==> config.mk <==
export PLATFORM = sky130hd
export DESIGN_NAME = thermal_fan_status_flags
export DESIGN_NICKNAME = d
export VERILOG_FILES = /design/src/core/status_flags_pkg.sv /design/src/core/status_read_port.sv /design/src/core/thermal_fan_status_flags.sv
export VERILOG_INCLUDE_DIRS = /design/src /design/src/core
export SDC_FILE = /design/constraint.sdc
export NUM_CORES = 1
export LEC_CHECK = 0
export BUFFER_PORTS_ARGS = -buffer_cell sky130_fd_sc_hd__buf_2
export CORE_MARGIN = 1.5
export CORE_UTILIZATION = 53
export DETAILED_ROUTE_END_ITERATION = 7
export PLACE_DENSITY = 0.93
export SLEW_MARGIN = 20
export SYNTH_ARGS = -nofsm -noshare
export SYNTH_HDL_FRONTEND = slang
export SYNTH_SLANG_ARGS = --single-unit
==> constraint.sdc <==
create_clock -name i_sys_clk -period 2.75 [get_ports i_sys_clk]
set_input_delay 0.4125 -clock i_sys_clk [delete_from_list [all_inputs] [get_ports i_sys_clk]]
set_output_delay 0.4125 -clock i_sys_clk [all_outputs]
set_load 0.02 [all_outputs]
==> src/core/status_flags_cfg.svh <==
// Purpose: Constants for the thermal and fan status flag bank
// Assumes: 8-bit status registers, 8-bit temperatures and 16-bit counts
// Notes:   Bit positions match the two status register layouts
`ifndef STATUS_FLAGS_CFG_SVH
`define STATUS_FLAGS_CFG_SVH

`define LIMIT_FAN_STATUS_ADDR  8'h02
`define CRITICAL_STATUS_ADDR   8'h03
`define STATUS_RESET           8'h00

`define BIT_REMOTE_LOW         3
`define BIT_REMOTE_HIGH        2
`define BIT_FAN_SLOW           1
`define BIT_OVERSPEED          0
`define BIT_EXT_HEAT           7
`define BIT_LOCAL_OVERHEAT     6
`define BIT_PASSIVE_ZONE       5
`define BIT_LOCAL_CRIT         4
`define BIT_REMOTE_CRIT        3

`define OVERHEAT_HYST          8'h05
`define FAN_FAIL_COUNT         3'h5
`define SLOW_CNT_W             3

`endif

==> src/core/status_flags_pkg.sv <==
// Purpose: Types shared by the status flag bank
// Assumes: Constants come from status_flags_cfg.svh
// Notes:   Measurement bundle is sampled once per monitoring cycle
package status_flags_pkg;

    typedef struct packed {
        logic [7:0]  remote_temp;
        logic [7:0]  remote_low_lim;
        logic [7:0]  remote_high_lim;
        logic [7:0]  remote_crit_lim;
        logic [7:0]  local_temp;
        logic [7:0]  local_heat_lim;
        logic [7:0]  local_crit_lim;
        logic [7:0]  control_temp;
        logic [7:0]  passive_cooling_temp;
        logic [15:0] speed_count;
        logic [15:0] speed_low_lim;
        logic [15:0] speed_high_lim;
    } measure_t;

    typedef struct packed {
        logic fan_range_irq_en;
        logic overheat_irq_en;
        logic passive_irq_en;
    } irq_en_t;

    typedef enum logic [2:0] {
        FAN_IDLE    = 3'h1,
        FAN_SPINUP  = 3'h2,
        FAN_MONITOR = 3'h4
    } fan_state_t;

endpackage

==> src/core/status_read_port.sv <==
// Purpose: Registered read mux for the two status registers
// Assumes: One-cycle read strobe from the serial interface logic
// Notes:   Unmapped addresses read as zero
`timescale 1ns/100ps
`default_nettype none
`include "status_flags_cfg.svh"

module status_read_port (
    input  wire logic       i_sys_clk,
    input  wire logic       i_rst_n,
    input  wire logic       i_rd_stb,
    input  wire logic [7:0] i_rd_addr,
    input  wire logic [7:0] i_limit_fan,
    input  wire logic [7:0] i_critical,
    output logic      [7:0] o_rd_data,
    output logic            o_rd_valid
);

    always_ff @(posedge i_sys_clk or negedge i_rst_n) begin
        if (!i_rst_n) begin
            o_rd_data  <= `STATUS_RESET;
            o_rd_valid <= 1'b0;
        end else begin
            o_rd_valid <= i_rd_stb;
            if (i_rd_stb) begin
                if (i_rd_addr == `LIMIT_FAN_STATUS_ADDR) begin
                    o_rd_data <= i_limit_fan;
                end else if (i_rd_addr == `CRITICAL_STATUS_ADDR) begin
                    o_rd_data <= i_critical;
                end else begin
                    o_rd_data <= `STATUS_RESET;
                end
            end
        end
    end

endmodule
`default_nettype wire

==> src/core/thermal_fan_status_flags.sv <==
// Purpose: Status flags, alert and alarm pins of a thermal fan monitor
// Assumes: Measurements and limits are stable when i_mon_tick pulses
// Notes:   Flags are read-to-clear; the read value is the pre-clear value
//
// Behaviour
// RULE1: Remote low flag sets when remote temperature at or below low limit.
// RULE2: Remote high flag sets when remote temperature at or above high limit.
// RULE3: Fan slow flag sets when speed count reaches the low limit.
// RULE4: Fan slow clears only by read; sets again next pass if still slow.
// RULE5: Spin-up completion sets fan slow flag, held until read.
// RULE6: Fan slow flag with fan range enable raises alert.
// RULE7: Five consecutive slow detections drive the fan failure pin low.
// RULE8: No slow detection while spin-up is in progress.
// RULE9: Overspeed flag sets when speed count at or below high limit.
// RULE10: Overspeed re-arms only after speed drops below the maximum.
// RULE11: Overspeed with enable raises alert but never fan failure.
// RULE12: Heat alarm pin low sets external heat flag and full fan.
// RULE13: Local above heat limit sets overheat flag; heat pin driven low.
// RULE14: Overheat flag with overheat enable raises alert.
// RULE15: After read, overheat re-arms only 5 degrees below the limit.
// RULE16: Passive flag sets when control temperature at or below passive temp.
// RULE17: Passive flag with enable raises alert; read clears it.
// RULE18: Local critical sets flag, over-temp pin low, unmaskable alert.
// RULE19: Remote critical sets flag, over-temp pin low, unmaskable alert.
// RULE20: Bits two to zero of the critical status read as zero.
// RULE21: Critical status sits at 0x03 and resets to zero.
// RULE22: Sticky bits hold until condition resolved and register read.
// RULE23: Conditions evaluated once per monitoring cycle, after read clears.
// RULE24: Alert held while any unmaskable or enabled flag is set.
`timescale 1ns/100ps
`default_nettype none
`include "status_flags_cfg.svh"

module thermal_fan_status_flags (
    input  wire logic                      i_sys_clk,
    input  wire logic                      i_rst_n,
    input  wire logic                      i_mon_tick,
    input  wire status_flags_pkg::measure_t i_meas,
    input  wire status_flags_pkg::irq_en_t i_irq_en,
    input  wire logic                      i_spinup_active,
    input  wire logic                      i_heat_alarm_in,
    input  wire logic                      i_rd_stb,
    input  wire logic [7:0]                i_rd_addr,
    output logic      [7:0]                o_rd_data,
    output logic                           o_rd_valid,
    output logic                           o_alert_n,
    output logic                           o_over_temp_out_n,
    output logic                           o_heat_alarm_pin_out,
    output logic                           o_heat_alarm_pin_oe_n,
    output logic                           o_fan_failure_pin_n,
    output logic                           o_fan_full_speed
);

    ////////////////////////////////////////////////////////////////////////
    // Pin synchroniser and event qualifiers

    logic       heat_meta;
    logic       heat_sync;
    logic       spin_meta;
    logic       spin_sync;
    logic       spin_prev;
    logic [7:0] limit_fan_status;
    logic [7:0] critical_status;
    logic       rd_limit_fan;
    logic       rd_critical;
    logic       spin_done;
    logic       speed_slow;
    logic       speed_fast;
    logic       overspeed_armed;
    logic       overheat_armed;
    logic [`SLOW_CNT_W-1:0] slow_run;
    logic       fan_failed;

    // Spin-up and heat alarm come from other timing domains
    always_ff @(posedge i_sys_clk or negedge i_rst_n) begin
        if (!i_rst_n) begin
            heat_meta <= 1'b1;
            heat_sync <= 1'b1;
            spin_meta <= 1'b0;
            spin_sync <= 1'b0;
            spin_prev <= 1'b0;
        end else begin
            heat_meta <= i_heat_alarm_in;
            heat_sync <= heat_meta;
            spin_meta <= i_spinup_active;
            spin_sync <= spin_meta;
            spin_prev <= spin_sync;
        end
    end

    function automatic logic at_or_below(input logic [7:0] a,
                                         input logic [7:0] b);
        at_or_below = (a <= b);
    endfunction

    assign rd_limit_fan = i_rd_stb && (i_rd_addr == `LIMIT_FAN_STATUS_ADDR);
    assign rd_critical  = i_rd_stb && (i_rd_addr == `CRITICAL_STATUS_ADDR);
    assign spin_done    = spin_prev && !spin_sync;
    assign speed_slow   = (i_meas.speed_count >= i_meas.speed_low_lim)
                          && !spin_sync; // RULE8
    assign speed_fast   = (i_meas.speed_count <= i_meas.speed_high_lim);

    ////////////////////////////////////////////////////////////////////////
    // Limit and fan status register (lower four bits)
    // Hardware set wins over a read clear in the same cycle.

    always_ff @(posedge i_sys_clk or negedge i_rst_n) begin
        if (!i_rst_n) begin
            limit_fan_status <= `STATUS_RESET;
        end else begin
            if (rd_limit_fan) begin
                limit_fan_status <= `STATUS_RESET; // RULE22
            end
            if (i_mon_tick) begin // RULE23
                if (at_or_below(i_meas.remote_temp,
                                i_meas.remote_low_lim)) begin
                    limit_fan_status[`BIT_REMOTE_LOW] <= 1'b1; // RULE1
                end
                if (!at_or_below(i_meas.remote_temp,
                                 i_meas.remote_high_lim)
                    || i_meas.remote_temp == i_meas.remote_high_lim) begin
                    limit_fan_status[`BIT_REMOTE_HIGH] <= 1'b1; // RULE2
                end
                if (speed_slow) begin
                    limit_fan_status[`BIT_FAN_SLOW] <= 1'b1; // RULE3 RULE4
                end
                if (speed_fast && overspeed_armed) begin
                    limit_fan_status[`BIT_OVERSPEED] <= 1'b1; // RULE9
                end
            end
            if (spin_done) begin
                limit_fan_status[`BIT_FAN_SLOW] <= 1'b1; // RULE5
            end
        end
    end

    // Overspeed may only fire again once the fan has slowed below maximum
    always_ff @(posedge i_sys_clk or negedge i_rst_n) begin
        if (!i_rst_n) begin
            overspeed_armed <= 1'b1;
        end else if (i_mon_tick && !speed_fast) begin
            overspeed_armed <= 1'b1; // RULE10
        end else if (rd_limit_fan
                     && limit_fan_status[`BIT_OVERSPEED]) begin
            overspeed_armed <= 1'b0; // RULE10
        end
    end

    ////////////////////////////////////////////////////////////////////////
    // Fan failure: five consecutive slow detections

    always_ff @(posedge i_sys_clk or negedge i_rst_n) begin
        if (!i_rst_n) begin
            slow_run   <= '0;
            fan_failed <= 1'b0;
        end else if (i_mon_tick && !spin_sync) begin
            if (speed_slow) begin
                if (slow_run != `FAN_FAIL_COUNT) begin
                    slow_run <= slow_run + 3'h1;
                end
                if (slow_run == `FAN_FAIL_COUNT - 3'h1) begin
                    fan_failed <= 1'b1; // RULE7
                end
            end else begin
                slow_run   <= '0;
                fan_failed <= 1'b0;
            end
        end
    end

    ////////////////////////////////////////////////////////////////////////
    // Critical status register; bits two to zero are never stored

    always_ff @(posedge i_sys_clk or negedge i_rst_n) begin
        if (!i_rst_n) begin
            critical_status <= `STATUS_RESET; // RULE21
        end else begin
            if (rd_critical) begin
                critical_status <= `STATUS_RESET;
            end
            if (!heat_sync) begin
                critical_status[`BIT_EXT_HEAT] <= 1'b1; // RULE12
            end
            if (i_mon_tick) begin
                if (i_meas.local_temp > i_meas.local_heat_lim
                    && overheat_armed) begin
                    critical_status[`BIT_LOCAL_OVERHEAT] <= 1'b1; // RULE13
                end
                if (at_or_below(i_meas.control_temp,
                                i_meas.passive_cooling_temp)) begin
                    critical_status[`BIT_PASSIVE_ZONE] <= 1'b1; // RULE16
                end else begin
                    critical_status[`BIT_PASSIVE_ZONE] <= 1'b0; // RULE16
                end
                if (i_meas.local_temp >= i_meas.local_crit_lim) begin
                    critical_status[`BIT_LOCAL_CRIT] <= 1'b1; // RULE18
                end
                if (i_meas.remote_temp >= i_meas.remote_crit_lim) begin
                    critical_status[`BIT_REMOTE_CRIT] <= 1'b1; // RULE19
                end
            end
            critical_status[2:0] <= 3'h0; // RULE20
        end
    end

    // A cleared overheat flag waits for the hysteresis drop before re-arming
    always_ff @(posedge i_sys_clk or negedge i_rst_n) begin
        if (!i_rst_n) begin
            overheat_armed <= 1'b1;
        end else if (i_mon_tick
                     && ({1'b0, i_meas.local_temp} + {1'b0, `OVERHEAT_HYST}
                         <= {1'b0, i_meas.local_heat_lim})) begin
            overheat_armed <= 1'b1; // RULE15
        end else if (rd_critical
                     && critical_status[`BIT_LOCAL_OVERHEAT]) begin
            overheat_armed <= 1'b0; // RULE15
        end
    end

    ////////////////////////////////////////////////////////////////////////
    // Output pins, all registered

    logic next_alert;
    logic next_over_temp;

    always_comb begin
        next_alert =
            critical_status[`BIT_LOCAL_CRIT]                    // RULE18
            || critical_status[`BIT_REMOTE_CRIT]                // RULE19
            || (i_irq_en.fan_range_irq_en
                && (limit_fan_status[`BIT_FAN_SLOW]             // RULE6
                    || limit_fan_status[`BIT_OVERSPEED]))       // RULE11
            || (i_irq_en.overheat_irq_en
                && critical_status[`BIT_LOCAL_OVERHEAT])        // RULE14
            || (i_irq_en.passive_irq_en
                && critical_status[`BIT_PASSIVE_ZONE]);         // RULE17
        next_over_temp = critical_status[`BIT_LOCAL_CRIT]
                         || critical_status[`BIT_REMOTE_CRIT];
    end

    always_ff @(posedge i_sys_clk or negedge i_rst_n) begin
        if (!i_rst_n) begin
            o_alert_n             <= 1'b1;
            o_over_temp_out_n     <= 1'b1;
            o_heat_alarm_pin_out  <= 1'b0;
            o_heat_alarm_pin_oe_n <= 1'b1;
            o_fan_failure_pin_n   <= 1'b1;
            o_fan_full_speed      <= 1'b0;
        end else begin
            o_alert_n             <= !next_alert; // RULE24
            o_over_temp_out_n     <= !next_over_temp; // RULE18 RULE19
            o_heat_alarm_pin_out  <= 1'b0;
            // Open drain: enabled only to pull low
            o_heat_alarm_pin_oe_n <=
                !critical_status[`BIT_LOCAL_OVERHEAT]; // RULE13
            o_fan_failure_pin_n   <= !fan_failed; // RULE7 RULE11
            o_fan_full_speed      <= !heat_sync; // RULE12
        end
    end

    ////////////////////////////////////////////////////////////////////////
    // Register read path

    status_read_port u_read (
        .i_sys_clk   (i_sys_clk),
        .i_rst_n     (i_rst_n),
        .i_rd_stb    (i_rd_stb),
        .i_rd_addr   (i_rd_addr),
        .i_limit_fan (limit_fan_status),
        .i_critical  (critical_status),
        .o_rd_data   (o_rd_data),
        .o_rd_valid  (o_rd_valid)
    );

endmodule
`default_nettype wire

# Word level (Yosys, flattened, before mapping)
# Index checks and enable logic that the tools add are counted.
[totals]
regBits = 34
in_bits = 137
output_inout_bits = 15
word_cells = 96
[classes]
n_addsub = 2
n_lt_le_gt_ge = 9
n_eq_ne = 8
n_mux = 24
n_reduce_logical = 33
[ops]
columns = ["cell", "n"]
rows = [
  ["$le A8 B8 Y1", 3],
  ["$mux W8", 3],
  ["$eq A8 B2 Y1 const B", 2],
  ["$ge A16 B16 Y1", 1],
  ["$ge A8 B8 Y1", 2],
  ["$le A16 B16 Y1", 1],
  ["$mux W1", 16],
  ["$logic_and A1 B1 Y1", 14],
  ["$mux W4", 3],
  ["$add A8 B3 Y9 const B", 1],
  ["$le A9 B8 Y1", 1],
  ["$eq A8 B8 Y1", 1],
  ["$gt A8 B8 Y1", 1],
  ["$logic_not A1 Y1", 8],
  ["$logic_or A1 B1 Y1", 6],
  ["$mux W3", 2],
  ["$ne A2 B1 Y1 const B", 3],
  ["$reduce_bool A2 Y1", 3],
  ["$reduce_and A2 Y1", 2],
  ["$add A3 B1 Y3 const B", 1],
  ["$eq A3 B3 Y1 const B", 1],
  ["$ne A3 B3 Y1 const B", 1],
]

# Logic depth before layout (Yosys ltp)
[logic_depth]
depth_word = 6
ltp_mapped = 10
mapped_depth_nobuf = 10

# Hierarchy
# A second synthesis with hierarchy kept.
[unflattened]
cells_unflattened = 421
hier_area_um2 = 3778.6
[modules_own_cells]
columns = ["module", "n_inst", "cells_per_inst", "area_each_um2", "seq_area_each_um2"]
rows = [
  ["thermal_fan_status_flags", 1, 382, 3265.6, 635.6],
  ["status_read_port", 1, 39, 513.0, 225.2],
]

# Worst setup path after synthesis
# No wires, ideal clock.
[synth_timing]
kind = "input to register"
startpoint = "input i_meas[80] (netlist name)"
endpoint = "register overheat_armed"
setup_ns = 0.091
t_arrival_ns = 2.284
required_ns = 2.659
setup_slack_ns = 0.375
cell_stages = 9
n_path_buf = 0
cell_sequence = "ha_1 -> o2111ai_1 -> xnor2_1 -> ha_1 -> nand2_1 -> or4b_2 -> nand2_1 -> o21ai_0 -> o31ai_1"
[synth_between]
elab_chain_len = 4
word_cells_on_any_way = 5
cone_classes = "add/sub: 1; order compare: 1; mux: 1; reduce/logical: 2"
[synth_lines]
columns = ["element", "line_no", "rtl"]
rows = [
  ["start, declared", "thermal_fan_status_flags.sv:38", "input wire status_flags_pkg::measure_t i_meas,"],
  ["$add A8 B3 Y9 (*)", "thermal_fan_status_flags.sv:211", "&& ({1'b0, i_meas.local_temp} + {1'b0, `OVERHEAT_HYST}"],
  ["$le A9 B8 Y1 (*)", "thermal_fan_status_flags.sv:211", ""],
  ["$logic_and A1 B1 Y1 (*)", "thermal_fan_status_flags.sv:210", "end else if (i_mon_tick"],
  ["$mux W1 / $reduce_bool A2 Y1 (equally long branches)", "--", ""],
  ["end signal, assigned", "thermal_fan_status_flags.sv:209", "overheat_armed <= 1'b1;"],
  ["end signal, assigned", "thermal_fan_status_flags.sv:213", "overheat_armed <= 1'b1;"],
  ["end signal, assigned", "thermal_fan_status_flags.sv:216", "overheat_armed <= 1'b0;"],
  ["end, declared", "thermal_fan_status_flags.sv:70", "logic overheat_armed;"],
]
# Mark *: on every way between the ends. The rest lies on a longest branch, timed or not.
# A chain may end at the register's enable or synchronous reset.

# Worst setup path in the final report
# Same ends and word-level chain as after synthesis.

==> results.md <==
- Peak Freq: between 0.4 and 0.5 GHz
- Relative slew slack: 0.521
- Clock transition at the registers of the reported paths: about 0.070 ns
- Cts bufs inserted: 5
- Reg power frac: 0.387
- CP max stage delay: around 0.65 ns
- Sequential area share after synthesis: 0.244
- Max Cap Violations: 0
- Mapped Avg Cell Area: approximately 8.6 um^2
- Core area: roughly 6400 um^2
- Met2 GRT Util: 0.464
- WS Path Type: in -> reg
- Fin. max-slew vios: 0
- Cts repair resizes: 0
- Crit path from: i_meas[80]
- Initial antenna violation count: 0
- RD Place Congestion: around 0.96
- Largest net degree at the start of global routing: 35
- Die height: roughly 85 um
- Comb pwr share: 0.365
- Post-Syn Area: 3520 um^2
- Die area: ~7100 um^2
- Clock buffer depth: 2
- Io pins: 152
- Ys Warns: 0
- RSZ-0062 raised after global routing: false
- Die width: ~85 um
- Worst r2r src: slow_run[1]
- Final Hold Viols: 0
- EDFF count, synth: 0
- Library cells used by synthesis: between 40 and 50
- Slowest cell on crit path: or4b_2
- Clock power share: 0.248
- Met3 GRT Util: 0.0393
- Pint: between 1000 and 1500 uW
- Area grow syn2layout: 26.4%
- Cells after synthesis: a little over 400
- Post-layout nets: 792
- Global Route Usage Sum: 0.241
- ANT nets after route: 0
- Mapped Nets: 637
- Drt drc: 0
- Number of global-route vias before repair: ~3500
- Status: finished, final reports clean
- Critical path required time: 2.94 ns
- Min cycle time layout: 2.45 ns
- I/O Buffers: 150
- Grt met1 use: 0.273
- Layout cells sized above 1: 0.305
- Worst VDD drop: ~0.5 mV
- Most Crowded Layer GR: met2
- Vias: about 3500
- Net Sw Power: approximately 490 uW
- Crit path DAT: ~2.7 ns
- Skew final: 0.00853 ns
- Setup Fix Bufs, Post-CTS: 0
- Worst skew pair latency: between 0.2 and 0.3 ns
- WL final: 8470 um
- TNS Setup: 0 ns
- # clock sinks: 34
- First-pass GRT wire length: 14400 um
- PD cells: roughly 340 nW/um^2
- CTS tree: built
- Startpoint Class: input port
- Root buffer cell: clkbuf_8
- Worst-case reg-to-reg path depth: 6
- Post-detail-place hpwl: 7610 um
- Num rows: 29
- Final setup fails: 0
- Overflow after GRT: 0
- Critical R2R Capture: slow_run[0]
- Initial DRT Pass Iterations: 4
- Sw frac: 0.327
- Crit path max fanout: 4
- Drt via density: ~5.4
- H-tree depth: 2
- Total chip power: approximately 1500 uW
- Main synth FF type: dfrtp_1
- Starting DRT DRC Count: 84
- Starting Density: 0.551
- Leakage power: between 0.002 and 0.003 uW
- Worst-margin pin slew: slightly above 0.7 ns
- Hold/Removal Path Class: in -> async
- Reg-to-reg slack, setup: about 1.4 ns
- Fraction of registers with async set/reset: 1.00
- CP endpoint kind: flop
- Critical-path cell list: buf_2, ha_1, o2111ai_1, xnor2_1, ha_1, nand2_1, or4b_2, nand2_1, o21ai_0, o31ai_1
- Yosys reg bits: 34
- Period utilization: 0.892
- Cts-stage hold buffer count: 0
- WL per Instance: between 10 and 15 um
- Ant diodes: 0
==> cells by family after synthesis <==
| kind of cell | synth area share |
|---|---|
| other cells | 0.00107 |
| xor+xnor | 0.0149 |
| flops | 0.244 |
| fa+ha+maj | 0.327 |
| buf+inv | 0.0970 |
| compound gates | 0.195 |
| mux | 0.00284 |
| simple gates | 0.118 |
==> state kept, by name, indices dropped and copies added (netlist names) <==
register and flops:
u_read.o_rd_data 8, critical_status 5, limit_fan_status 4, slow_run 3
fan_failed 1, heat_meta 1, heat_sync 1, o_alert_n 1
o_fan_failure_pin_n 1, o_fan_full_speed 1, o_heat_alarm_pin_oe_n 1, o_over_temp_out_n 1
overheat_armed 1, overspeed_armed 1, spin_meta 1, spin_prev 1
spin_sync 1, u_read.o_rd_valid 1
==> synth_stat cells, drive strengths merged, types with 2 or more instances <==
library cell | number | area share
nor2 | 10 | 0.011
inv | 88 | 0.094
o31ai | 6 | 0.013
nand2 | 30 | 0.032
nor3 | 3 | 0.0043
o21ai | 19 | 0.027
a221o | 2 | 0.0057
a31oi | 4 | 0.0071
o211ai | 9 | 0.019
and4 | 2 | 0.0050
xnor2 | 5 | 0.012
a22oi | 3 | 0.0064
or3 | 3 | 0.0068
a21oi | 29 | 0.041
a211oi | 8 | 0.017
dfstp | 8 | 0.060
ha | 92 | 0.33
nand2b | 4 | 0.0071
nand4 | 11 | 0.020
o22ai | 2 | 0.0036
o21a | 5 | 0.011
a22o | 7 | 0.017
nand3 | 4 | 0.0057
a21o | 3 | 0.0064
nor2b | 7 | 0.012
dfrtp | 26 | 0.18
==> layer usage <==
metal  wire [um]  vias to the layer above  part of all wire
met3         468                       13             0.055
met4         109                        0             0.013
met5           0                        -                 0
li1            -                     1743                 -
met1        3370                     1623              0.40
met2        4520                      113              0.53
==> cell type report <==
class,count,area [um^2]
Multi-Input combinational cell,284,2320
Fill cell,502,1930
Sequential cell,34,861
Timing Repair Buffer,150,751
Inverter,88,330
Tap cell,77,96.3
Clock buffer,6,82.6
Clock inverter,2,12.5
==> power groups by stage <==
stage                     clock network [uW]  logic (uW)  registers (uW)
after global routing                     404         632             585
after global placement                     0         511             586
after detailed placement                   0         549             590
after CTS                                381         552             582
final                                    372         548             581
after floorplan                            0         319             596
==> critical path, delay by kind of cell <==
kind            cells  cell delay (ns)
compound gates      3             0.61
xor+xnor            1             0.13
simple gates        3             0.79
buf+inv             1             0.12
fa+ha+maj           2             0.58
==> metrics by stage <==
step	instances	hold WS, ns	util	setup WS (ns)	area, um^2
2_1_floorplan	408	0.117	-	0.375	3520
3_3_place_gp	633	0.337	0.682	0.135	4360
3_5_place_dp	633	0.335	0.682	0.00695	4360
4_1_cts	641	0.196	0.697	0.296	4450
5_1_grt	641	0.218	0.697	0.151	4450
6_report	641	0.179	0.697	0.297	4450
==> cell usage in the layout (no fill, tap or decap), drive strengths merged, types with 2 or more instances in the layout <==
| master | synthesis | final |
|---|---|---|
| dfrtp | 26 | 26 |
| nand2b | 4 | 4 |
| o31ai | 6 | 6 |
| a22oi | 3 | 3 |
| nor2 | 10 | 10 |
| and4 | 2 | 2 |
| nand4 | 11 | 11 |
| ha | 92 | 92 |
| o22ai | 2 | 2 |
| o21ai | 19 | 19 |
| o211ai | 9 | 9 |
| a31oi | 4 | 4 |
| a21o | 3 | 3 |
| inv | 88 | 88 |
| a211oi | 8 | 8 |
| nor3 | 3 | 3 |
| clkbuf | 1 | 6 |
| nand2 | 30 | 30 |
| nor2b | 7 | 7 |
| or3 | 3 | 3 |
| o21a | 5 | 5 |
| a22o | 7 | 7 |
| xnor2 | 5 | 5 |
| a21oi | 29 | 29 |
| buf | 1 | 150 |
| a221o | 2 | 2 |
| nand3 | 4 | 4 |
| dfstp | 8 | 8 |
==> worst max-delay path by stage <==
| stage | to | cells past startpoint |
|---|---|---|
| detailed placement | overheat_armed | 10 |
| finish | overheat_armed | 10 |
| global route | overheat_armed | 10 |
| CTS | overheat_armed | 10 |
| floorplan | overheat_armed | 9 |
| global placement | overheat_armed | 10 |
No activity file was read; power rests on OpenSTA's default activity.
